File: config.mk
export PLATFORM = sky130hd
export DESIGN_NAME = lews_write_steer
export DESIGN_NICKNAME = d
export VERILOG_FILES = /design/src/inc/lews_pkg.sv /design/src/lews_lane_map.sv /design/src/lews_write_steer.sv
export VERILOG_INCLUDE_DIRS = /design/src /design/src/inc
export SDC_FILE = /design/constraint.sdc
export NUM_CORES = 1
export LEC_CHECK = 0
export BUFFER_PORTS_ARGS = -buffer_cell sky130_fd_sc_hd__buf_2
export CORE_AREA = 2 2 78 80
export CTS_BUF_LIST = sky130_fd_sc_hd__clkbuf_4 sky130_fd_sc_hd__clkbuf_8
export DETAILED_ROUTE_END_ITERATION = 8
export DIE_AREA = 0 0 80 82
export PLACE_DENSITY = 0.78
export SLEW_MARGIN = 10
export SYNTH_ARGS = -nofsm -noshare
export SYNTH_HDL_FRONTEND = slang
export SYNTH_SLANG_ARGS = --single-unit
File: constraint.sdc
create_clock -name clk_in -period 3.6 [get_ports clk_in]
set_input_delay 0.18 -clock clk_in [delete_from_list [all_inputs] [get_ports clk_in]]
set_output_delay 0.18 -clock clk_in [all_outputs]
set_load 0.01 [all_outputs]
File: src/inc/lews_map.svh
// lews_map.svh: encodings and constants for the write lane steering block
// assumes: included by bare name from the design files
`ifndef LEWS_MAP_SVH
`define LEWS_MAP_SVH
`define LEWS_HSIZE_BYTE  3'h0
`define LEWS_HSIZE_HALF  3'h1
`define LEWS_HSIZE_WORD  3'h2
`define LEWS_WIDTH_8     2'h0
`define LEWS_WIDTH_16    2'h1
`define LEWS_WIDTH_32    2'h2
`define LEWS_STRB_ALL    4'h0
`define LEWS_STRB_NONE   4'hF
`define LEWS_STRB_HI16   4'h3
`define LEWS_STRB_LO16   4'hC
`define LEWS_STRB2_BOTH  2'h0
`define LEWS_STRB2_HI    2'h1
`define LEWS_STRB2_LO    2'h2
`endif

File: src/inc/lews_pkg.sv
// lews_pkg.sv: types for the write lane steering block
// assumes: nothing beyond the map header
package lews_pkg;
	typedef enum logic [1:0] {
		LEWS_IDLE,
		LEWS_BUSY
	} lews_state_e;
endpackage : lews_pkg

File: src/lews_lane_map.sv
// lews_lane_map.sv: combinational lane map for one external beat
// assumes: beat address is the low external address of the current beat
`timescale 1ns/100ps
`include "lews_map.svh"
module lews_lane_map (
	input  wire logic [1:0]  width_in,
	input  wire logic [2:0]  hsize_in,
	input  wire logic [1:0]  haddr_in,
	input  wire logic [1:0]  beat_addr_in,
	input  wire logic [31:0] wdata_in,
	output logic      [31:0] ext_data_out,
	output logic      [3:0]  strb_n_out
);
	// byte picker from the write word
	function automatic logic [7:0] pick_byte(input logic [31:0] w,
		input logic [1:0] a);
		pick_byte = w[{a, 3'h0} +: 8];
	endfunction : pick_byte

	// unused lanes carry don't-care data, driven zero on 8- and 16-bit beats; 32-bit beats carry the whole write word
	always_comb begin
		ext_data_out = 32'h0;
		strb_n_out   = `LEWS_STRB_NONE;
		unique case (width_in)
			`LEWS_WIDTH_8: begin
				ext_data_out[7:0] = pick_byte(wdata_in, beat_addr_in);
				strb_n_out        = 4'hE;
			end
			`LEWS_WIDTH_16: begin
				ext_data_out[15:0] = beat_addr_in[1] ? wdata_in[31:16]
					: wdata_in[15:0];
				if (hsize_in == `LEWS_HSIZE_BYTE) begin
					strb_n_out = {2'h3, haddr_in[0] ? `LEWS_STRB2_HI
						: `LEWS_STRB2_LO};
				end else begin
					strb_n_out = {2'h3, `LEWS_STRB2_BOTH};
				end
			end
			default: begin
				ext_data_out = wdata_in;
				unique case (hsize_in)
					`LEWS_HSIZE_WORD: strb_n_out = `LEWS_STRB_ALL;
					`LEWS_HSIZE_HALF: strb_n_out = haddr_in[1]
						? `LEWS_STRB_HI16 : `LEWS_STRB_LO16;
					default: strb_n_out = ~(4'h1 << haddr_in);
				endcase
			end
		endcase
	end
endmodule : lews_lane_map

File: src/lews_write_steer.sv
// lews_write_steer.sv: splits a little-endian write into external beats
// assumes: one write request at a time; beat_ack paces each external beat;
// shared by the static and dynamic controller paths
`timescale 1ns/100ps
`include "lews_map.svh"
// Overview of operation
// - 8-bit bus word write: four beats, addresses 11..00, bytes high first
// - 8-bit halfword: two beats in the addressed pair, odd byte first; byte: one beat; strobe low
// - 16-bit bus word write: two beats, upper half then lower, strobes 00
// - 16-bit halfword one beat strobes 00; byte uses strobes 01 or 10
// - 32-bit word single beat 0000; halfword 0011 or 1100
// - 32-bit byte write asserts one strobe chosen by address, lane kept
// - same steering serves static and dynamic memory paths
module lews_write_steer (
	input  wire logic        clk_in,
	input  wire logic        rst_n_in,
	input  wire logic        clk_en_in,
	input  wire logic        req_valid_in,
	input  wire logic        dyn_path_in,
	input  wire logic [1:0]  width_in,
	input  wire logic [2:0]  hsize_in,
	input  wire logic [1:0]  haddr_in,
	input  wire logic [31:0] wdata_in,
	input  wire logic        beat_ack_in,
	output logic             req_ready_out,
	output logic             beat_valid_out,
	output logic             beat_last_out,
	output logic             dyn_path_out,
	output logic [1:0]       ext_addr_low_bits_out,
	output logic [31:0]      ext_data_out,
	output logic [3:0]       byte_lane_strobe_n_out
);
	lews_pkg::lews_state_e state_q, state_d;
	logic [1:0]  addr_q, addr_d;
	logic [1:0]  last_q, last_d;
	logic [1:0]  width_q, width_d;
	logic [2:0]  hsize_q, hsize_d;
	logic [1:0]  haddr_q, haddr_d;
	logic [31:0] wdata_q, wdata_d;
	logic        dyn_q, dyn_d;
	logic [31:0] map_data;
	logic [3:0]  map_strb_n;
	logic [1:0]  first_addr, final_addr;

	// start and end beat address; beats count downward like the tables
	always_comb begin
		first_addr = haddr_in;
		final_addr = haddr_in;
		if (width_in == `LEWS_WIDTH_8) begin
			if (hsize_in == `LEWS_HSIZE_WORD) begin
				first_addr = 2'h3;
				final_addr = 2'h0;
			end else if (hsize_in == `LEWS_HSIZE_HALF) begin
				first_addr = {haddr_in[1], 1'b1};
				final_addr = {haddr_in[1], 1'b0};
			end
		end else if (width_in == `LEWS_WIDTH_16) begin
			if (hsize_in == `LEWS_HSIZE_WORD) begin
				first_addr = 2'h2;
				final_addr = 2'h0;
			end else begin
				first_addr = {haddr_in[1], 1'b0};
				final_addr = {haddr_in[1], 1'b0};
			end
		end
	end

	// next-state: capture on request, step on each acknowledged beat
	always_comb begin
		state_d = state_q;
		addr_d  = addr_q;
		last_d  = last_q;
		width_d = width_q;
		hsize_d = hsize_q;
		haddr_d = haddr_q;
		wdata_d = wdata_q;
		dyn_d   = dyn_q;
		unique case (state_q)
			lews_pkg::LEWS_IDLE: begin
				if (req_valid_in) begin
					state_d = lews_pkg::LEWS_BUSY;
					addr_d  = first_addr;
					last_d  = final_addr;
					width_d = width_in;
					hsize_d = hsize_in;
					haddr_d = haddr_in;
					wdata_d = wdata_in;
					dyn_d   = dyn_path_in;
				end
			end
			lews_pkg::LEWS_BUSY: begin
				if (beat_ack_in) begin
					if (addr_q == last_q) begin
						state_d = lews_pkg::LEWS_IDLE;
					end else if (width_q == `LEWS_WIDTH_16) begin
						addr_d = addr_q - 2'h2;
					end else begin
						addr_d = addr_q - 2'h1;
					end
				end
			end
		endcase
	end

	// all state freezes while the clock enable is low
	always_ff @(posedge clk_in or negedge rst_n_in) begin
		if (!rst_n_in) begin
			state_q <= lews_pkg::LEWS_IDLE;
			addr_q  <= 2'h0;
			last_q  <= 2'h0;
			width_q <= 2'h0;
			hsize_q <= 3'h0;
			haddr_q <= 2'h0;
			wdata_q <= 32'h0;
			dyn_q   <= 1'b0;
		end else if (clk_en_in) begin
			state_q <= state_d;
			addr_q  <= addr_d;
			last_q  <= last_d;
			width_q <= width_d;
			hsize_q <= hsize_d;
			haddr_q <= haddr_d;
			wdata_q <= wdata_d;
			dyn_q   <= dyn_d;
		end
	end

	lews_lane_map u_map (
		.width_in     (width_q),
		.hsize_in     (hsize_q),
		.haddr_in     (haddr_q),
		.beat_addr_in (addr_q),
		.wdata_in     (wdata_q),
		.ext_data_out (map_data),
		.strb_n_out   (map_strb_n)
	);

	// beat outputs come from registered state; strobes idle high
	always_comb begin
		req_ready_out          = (state_q == lews_pkg::LEWS_IDLE);
		beat_valid_out         = (state_q == lews_pkg::LEWS_BUSY);
		beat_last_out          = beat_valid_out && (addr_q == last_q);
		dyn_path_out           = dyn_q;
		ext_addr_low_bits_out  = addr_q;
		ext_data_out           = map_data;
		byte_lane_strobe_n_out = beat_valid_out ? map_strb_n
			: `LEWS_STRB_NONE;
	end
endmodule : lews_write_steer

Word-level counts from Yosys, hierarchy flattened
Cells that the tools add are included.
{"block": "word_totals", "regBits": 46, "out_inout_bits": 42, "word_cells": 63}
{"block": "classes", "addsub": 2, "eq_ne": 12, "shift": 2, "muxes": 29, "bitwise": 1, "n_reduce_logical": 9}
{"op": "$mux 2", "n": 17}
{"op": "$mux 16", "n": 2}
{"op": "$pmux 8 s2", "n": 2}
{"op": "$shiftx 32x6->8", "n": 1}
{"op": "$pmux 4 s2", "n": 2}
{"op": "$mux 4", "n": 2}
{"op": "$pmux 2 s2", "n": 2}
{"op": "$reduce_and 4->1", "n": 2}
{"op": "$eq 2x1->1 const B", "n": 3}
{"op": "$eq 3x1->1 const B", "n": 2}
{"op": "$eq 3x2->1 const B", "n": 2}
{"op": "$logic_not 2->1", "n": 3}
{"op": "$ne 2x2->1 const B", "n": 3}
{"op": "$not 4->4", "n": 1}
{"op": "$shl 1x2->4 const A", "n": 1}
{"op": "$logic_not 3->1", "n": 1}
{"op": "$reduce_and 3->1", "n": 1}
{"op": "$eq 2x2->1", "n": 1}
{"op": "$mux 1", "n": 2}
{"op": "$ne 2x1->1 const B", "n": 1}
{"op": "$reduce_or 2->1", "n": 1}
{"op": "$sub 2x1->2 const B", "n": 1}
{"op": "$sub 2x2->2 const B", "n": 1}
{"op": "$logic_and 1x1->1", "n": 1}

Longest topological paths before layout
Gate-level depths: netlist of run 1.
{"block": "logic_depth", "word_depth": 6, "mapped_depth": 6}

Modules after synthesis
A second synthesis of run 1 with hierarchy kept.
{"block": "hier_totals", "cells_unflattened": 218, "area_unflattened_um2": 2457.4}
{"mod": "lews_write_steer", "instances": 1, "cells_per_inst": 131, "area_per_inst_um2": 1878.1}
{"mod": "lews_lane_map", "instances": 1, "cells_per_inst": 87, "area_per_inst_um2": 579.3}

Worst setup path before layout of run 1
No wires, ideal clock.
{"block": "synth_timing", "path_type": "reg-to-output", "from": "reg addr_q[0], in the netlist ext_addr_low_bits_out[0]", "to": "out ext_data_out[0]", "arrival_time_ps": 1263, "path_slack_ps": 2157, "stages_incl_launch_ff": 7, "n_path_buf": 2, "path_cell_list": "dfrtp_1 > nor2b_1 > buf_4 > nor2b_1 > buf_4 > a22oi_1 > o21ai_1"}
{"block": "synth_via", "elab_chain_len": 2}
{"element": "start, declared", "line_no": "lews_write_steer.sv:34", "text": "logic [1:0] addr_q, addr_d;"}
{"element": "start signal, assigned", "line_no": "lews_write_steer.sv:118", "text": "addr_q <= addr_d;"}
{"element": "$shiftx 32x6->8", "line_no": "lews_lane_map.sv:17", "text": "pick_byte = w[{a, 3'h0} +: 8];"}
{"element": "$pmux 8 s2", "line_no": "lews_lane_map.sv:24", "text": "unique case (width_in)"}
{"element": "end, declared", "line_no": "lews_write_steer.sv:30", "text": "output logic [31:0] ext_data_out,"}
No other way between the ends.

Worst setup path in the final report of run 1
{"block": "layout_timing", "from": "reg width_q[1]", "to": "out ext_data_out[14]"}
{"block": "layout_via", "elab_chain_len": 2, "word_cells_on_any_way": 3}
{"element": "start, declared", "line_no": "lews_write_steer.sv:36", "text": "logic [1:0] width_q, width_d;"}
{"element": "start signal, assigned", "line_no": "lews_write_steer.sv:120", "text": "width_q <= width_d;"}
{"element": "$eq 2x1->1 or $logic_not 2->1 (tied branches)", "line_no": "lews_lane_map.sv:24"}
{"element": "$pmux 8 s2 *", "line_no": "lews_lane_map.sv:24"}
Every way passes the cells marked *; elsewhere a longest branch is shown, timed or not.

==> results.yml, run 1 <==
outcome:
  status: "complete, no violations"
clocking:
  post_cts_resized: 0
  path_clk_slew_ns: 0.08
  cts_hold_buf: 0
  clk_latency_ns: 0.29
  h-tree-depth: 2
  numCtsBuffers: 5
  clock_sinks: 45
  clockBufferDepth: 2
  postCtsSetupRepairBufs: 0
  cts_root_buf: "clkbuf_8"
  cts_tree: "yes"
setup_path:
  cp_data_arrival_time_ns: 2.24
  end_kind: "output port"
  cp_top_family: "flip-flops"
  cp-start-kind: "flop"
  crit_slowest_cell: "dfrtp_1"
  slowest_delay_ns: 1.13
  path_cells: "nand2b_1 > inv_1 > a22o_1 > buf_2"
  crit_fanout: 42
  path_buf_inv: 2
  crit_type: "reg -> out"
  required_ns: 3.42
sta:
  relSlewSlack: 0.220
  maxSlewViolCount: 0
  fin_crit_sh: 0.671
  finalSetupViolCount: 0
  hold_viol: 0
  worst_pin_slew_ns: 1.17
  rsz0062_at_grt: "false"
  fin_crit_ns: 2.42
  setup_tns_ns: 0
  skew_ns: 0.00374
  fmax_ghz: 0.414
global_routing:
  grt_max_degree: 47
  grt.total_usage: 0.183
  grt_pass1_wl_mm: 9.16
  antenna_found_initial: 0
  grt_pass1_vias: 1939
  grt-ovfl-total: 0
detailed_routing:
  wl_met3_um: 307
  first_pass_iters: 4
  drc: 0
  vias: 2037
  wl_met2_mm: 2.82
  routed.top_layer: "met4"
  finalWirelength_mm: 5.81
  wl_per_cell_um: 14.9
  drt_iter0_drc: 126
  final_antenna_net_count: 0
  wl_met1_mm: 2.59
  viasPerCell: 5.24
power:
  ir_worst_vdd_mv: 0.343
  switchingPower_mw: 1.11
  clkPwrFrac: 0.115
  p_int_mw: 1.51
  netSwitchingFraction: 0.423
  leakagePower_nw: 1.53
  combPwrFrac: 0.482
  seqPwrFrac: 0.403
  pwr_density_cell_nw_per_um2: 875
die:
  initial_core_util: 0.432
  pin_count: 87
  fp.dieArea_um2: 6560
  chipHeight_um: 82
  die_x_um: 80
  coreArea_um2: 5750
  num_rows: 28
flow_run:
  maxCapViolCount: 0
cells_and_area:
  fin_util: 0.521
  finalNetCount: 358
  drive_gt1_frac: 0.309
  antennaDiodeCount: 0
  fillers: 548
  stdcell_area_um2: 2990
  syn_to_final_growth_pct: 20.6
  layout_common_cells: "86 x buf_2, 45 x dfrtp_1, 41 x mux2_1, 30 x nand2_1, 17 x and2_1"
  layout_commonest_cell: "buf_2"
synthesis:
  yosysSeqAreaShare: 0.454
  syn-instance-count: 234
  syn_nets: 279
  ys_ff_latch: 45
  synth_area_um2: 2480
  yosysWarnings: 0
  ys_types: 36
  synth_area_per_cell_um2: 10.6
hold_path:
  hp-class: "in -> async"
place:
  place.gp.congestion: 0.754
  dp_hpwl_mm: 4.24
  numPortBuffers: 86
  dpl_cell_area_um2: 2910
## state kept, by name, indices dropped and copies added (netlist names)
name / flops
state_q: 1
dyn_path_out: 1
wdata_q: 32
width_q: 2
ext_addr_low_bits_out: 2
last_q: 2
haddr_q: 2
hsize_q: 3
## synth_stat cells, drive strengths merged
master  instances  area [µm²]
a211o           1        8.76
a21oi           9        45.0
a22o            6        52.6
a22oi           5        37.5
a31oi           1        6.26
a32o            1        11.3
and2           17         106
and3            2        12.5
buf             9        80.1
clkbuf          5        18.8
dfrtp          45        1130
inv             4        15.0
mux2           41         462
mux2i           3        30.0
nand2          30         113
nand2b          8        50.1
nand3           1        5.00
nand3b          1        20.0
nor2            2        7.51
nor2b           9        56.3
nor3            1        5.00
nor4            1        6.26
nor4b           1        8.76
o21ai          20         100
o21bai          1        11.3
o221ai          1        8.76
o22a            2        17.5
o22ai           1        6.26
o311a           1        10.0
o31ai           1        7.51
o41a            1        11.3
xnor2           2        17.5
xor2            1        8.76
## worst reg2reg max path: cells and delay by family, from the launching register on
kind | cells | cell delay, ns
AOI/OAI and AO/OA | 2 | 0.27
DFF | 1 | 1.13
and+or+nand+nor | 2 | 0.57
## power groups by stage
stage	Combinational (mW)	Clock, mW	Sequential (mW)
2_1_floorplan	0.957	0	0.911
3_3_place_gp	1.24	0	1.04
3_5_place_dp	1.27	0	1.06
4_1_cts	1.28	0.314	1.05
5_1_grt	1.41	0.337	1.09
6_report	1.26	0.302	1.05
## metrics by stage
step,hold WS [ns],instances,setup slack (ns),total power [mW]
finish,0.0459,389,1.18,2.62
global route,0.0854,389,1.04,2.84
CTS,0.0744,389,1.20,2.64
detailed placement,0.398,381,1.53,2.33
global placement,0.393,381,1.58,2.28
floorplan,-0.116,234,2.16,1.87
## logic make-up (layout without fill, tap and decap cells)
logic type	count (synthesis)	after routing	share of synthesized area
multiplexers	44	44	0.198
buffers and inverters	18	98	0.0459
XOR/XNOR	3	3	0.0106
AND/OR/NAND/NOR	73	73	0.157
AO/OA/AOI/OAI	51	51	0.135
flip-flops	45	45	0.454
## area by class of cell
type                       instances  area [µm²]  share of cell area
inverter                           4        15.0             0.00501
tap                               75        93.8              0.0313
multi-input combinational        171        1240               0.415
timing repair buffer              86         430               0.144
sequential                        45        1130               0.376
clock buffer                       6        76.3              0.0255
clock inverter                     2        10.0             0.00334
## final timing paths
kind	from	to	slack, ns	cells past startpoint
max	width_q[1]$_DFFE_PN0P_	ext_data_out[14]	1.18	4
min	rst_n_in	dyn_path_out$_DFFE_PN0P_	0.05	1
max reg2reg	width_q[1]$_DFFE_PN0P_	ext_addr_low_bits_out[0]$_DFFE_PN0P_	1.53	4
min reg2reg	wdata_q[6]$_DFFE_PN0P_	wdata_q[6]$_DFFE_PN0P_	0.50	1
max in group asynchronous	rst_n_in	wdata_q[21]$_DFFE_PN0P_	2.96	1
min in group clk_in	wdata_in[27]	wdata_q[27]$_DFFE_PN0P_	0.09	2
## layer usage
| layer | track usage | vias to the layer above |
|---|---|---|
| li1 | - | 980 |
| met1 | 0.241 | 994 |
| met2 | 0.295 | 56 |
| met3 | 0.0473 | 7 |
| met4 | 0.0593 | 0 |
| met5 | 0 | - |
Power figures use the tool's default switching activity.
==> inputs of run 2 (changes only) <==
- clock period: 3.6 -> 2.5 ns (I/O delays scaled with it)
==> results.yml, run 2 (synthesized netlist as in run 1, its figures left out) <==
place:
  numPortBuffers: 86
  place.gp.congestion: 0.763
  dp_hpwl_mm: 4.32
global_routing:
  grt-ovfl-total: 0
  antenna_found_initial: 0
  grt_max_degree: 46
  grt_pass1_wl_mm: 9.14
  grt_pass1_vias: 1933
  grt.total_usage: 0.180
hold_path:
  hp-class: "in -> async"
detailed_routing:
  drc: 0
  drt_iter0_drc: 81
  first_pass_iters: 4
  finalWirelength_mm: 5.78
  wl_per_cell_um: 14.7
  vias: 2034
  final_antenna_net_count: 0
  viasPerCell: 5.18
die:
  initial_core_util: 0.432
  fp.dieArea_um2: 6560
  die_x_um: 80
  num_rows: 28
  chipHeight_um: 82
  pin_count: 87
  coreArea_um2: 5750
sta:
  rsz0062_at_grt: "false"
  setup_tns_ns: 0
  fmax_ghz: 0.471
  fin_crit_ns: 2.12
  maxSlewViolCount: 0
  worst_pin_slew_ns: 1.02
  fin_crit_sh: 0.850
  relSlewSlack: 0.322
  finalSetupViolCount: 0
  hold_ws_ns: -0.00900
  hold_viol: 12
  skew_ns: 0.0104
power:
  p_int_mw: 2.31
  pwr_density_cell_nw_per_um2: 1280
  ir_worst_vdd_mv: 0.542
  leakagePower_nw: 1.56
  netSwitchingFraction: 0.412
  seqPwrFrac: 0.369
  clkPwrFrac: 0.142
  combPwrFrac: 0.489
  switchingPower_mw: 1.62
setup_path:
  r2r_setup_slack_ns: 0.66
  crit_fanout: 10
  r2r_start: "state_q[0]$_DFFE_PN0P_"
  end_kind: "output port"
  crit_type: "reg -> out"
  required_ns: 2.38
  rr_worst_depth: 3
  cp_data_arrival_time_ns: 2.00
  cp-start-kind: "flop"
  r2r_end: "wdata_q[28]$_DFFE_PN0P_"
clocking:
  clk_latency_ns: 0.30
  clockBufferDepth: 2
  clock_sinks: 45
  cts_hold_buf: 0
  cts_root_buf: "clkbuf_8"
  h-tree-depth: 2
  cts_tree: "yes"
  numCtsBuffers: 5
  path_clk_slew_ns: 0.09
  postCtsSetupRepairBufs: 0
  post_cts_resized: 0
cells_and_area:
  largest_register: "wdata_q"
  finalNetCount: 362
  layout_commonest_cell: "buf_2"
  layout_common_cells: "86 x buf_2, 45 x dfrtp_1, 41 x mux2_1, 30 x nand2_1, 17 x and2_1"
  largest_reg_flops: 32
  reg.largest.list: "wdata_q (32), hsize_q (3)"
  antennaDiodeCount: 0
  drive_gt1_frac: 0.318
  syn_to_final_growth_pct: 23.5
outcome:
  status: "complete, but fails checks"
  violations: "negative hold slack"
flow_run:
  maxCapViolCount: 0
[run 2: cell count changes in the layout (fill, tap and decap cells not counted), sizes merged]
cell / before / now
clkinvlp: 0 / 1
bufinv: 0 / 1
clkbuf: 6 / 5
buf: 86 / 90
clkinv: 2 / 1
[run 2: worst max-delay path, stage by stage, from the launching register on]
cell and delay (ns):
dfrtp_1 0.44, nor2b_1 0.15, buf_4 0.18, nor2b_1 0.45
a22oi_1 0.17, o21ai_1 0.15, buf_2 0.15
[run 2: layer usage]
metal	wire, µm	part of all wire	up-vias	track usage
met1	2670	0.46	984	0.241
met3	296	0.051	7	0.0374
met4	72	0.012	0	0.0508
met5	0	0	-	0
li1	-	-	990	-
met2	2740	0.47	53	0.296
[run 2: stage by stage]
| stage | cell area, µm² | power (mW) | setup slack [ns] | std cells | utilization |
|---|---|---|---|---|---|
| 2_1_floorplan | 2480 | 2.69 | 1.11 | 234 | - |
| 3_3_place_gp | 2950 | 3.33 | 0.694 | 385 | 0.514 |
| 3_5_place_dp | 2950 | 3.40 | 0.658 | 385 | 0.514 |
| 4_1_cts | 3070 | 3.96 | 0.345 | 393 | 0.534 |
| 5_1_grt | 3070 | 4.23 | 0.185 | 393 | 0.534 |
| 6_report | 3070 | 3.93 | 0.376 | 393 | 0.534 |
[run 2: worst max path at each step]
stage	from	endpoint	slack [ns]	cells after the start
after CTS	ext_addr_low_bits_out[0]$_DFFE_PN0P_	ext_data_out[0]	0.35	6
final	ext_addr_low_bits_out[0]$_DFFE_PN0P_	ext_data_out[0]	0.38	6
after floorplan	ext_addr_low_bits_out[0]$_DFFE_PN0P_	ext_data_out[0]	1.11	6
after global routing	width_q[0]$_DFFE_PN0P_	ext_data_out[4]	0.19	6
after detailed placement	state_q[0]$_DFFE_PN0P_	wdata_q[28]$_DFFE_PN0P_	0.66	3
after global placement	state_q[0]$_DFFE_PN0P_	wdata_q[20]$_DFFE_PN0P_	0.69	3
[run 2: layout make-up]
cell class / instances / area [µm²]
Multi-Input combinational cell: 171 / 1240
Inverter: 4 / 15.0
Fill cell: 538 / 2680
Sequential cell: 45 / 1130
Timing Repair Buffer: 90 / 473
Clock buffer: 5 / 68.8
Clock inverter: 3 / 46.3
Tap cell: 75 / 93.8
[run 2: power by group through the flow]
stage	logic (mW)	registers (mW)	clock network, mW
3_5_place_dp	1.93	1.46	0
2_1_floorplan	1.38	1.31	0
3_3_place_gp	1.89	1.44	0
6_report	1.92	1.45	0.557
4_1_cts	1.94	1.45	0.574
5_1_grt	2.13	1.51	0.596
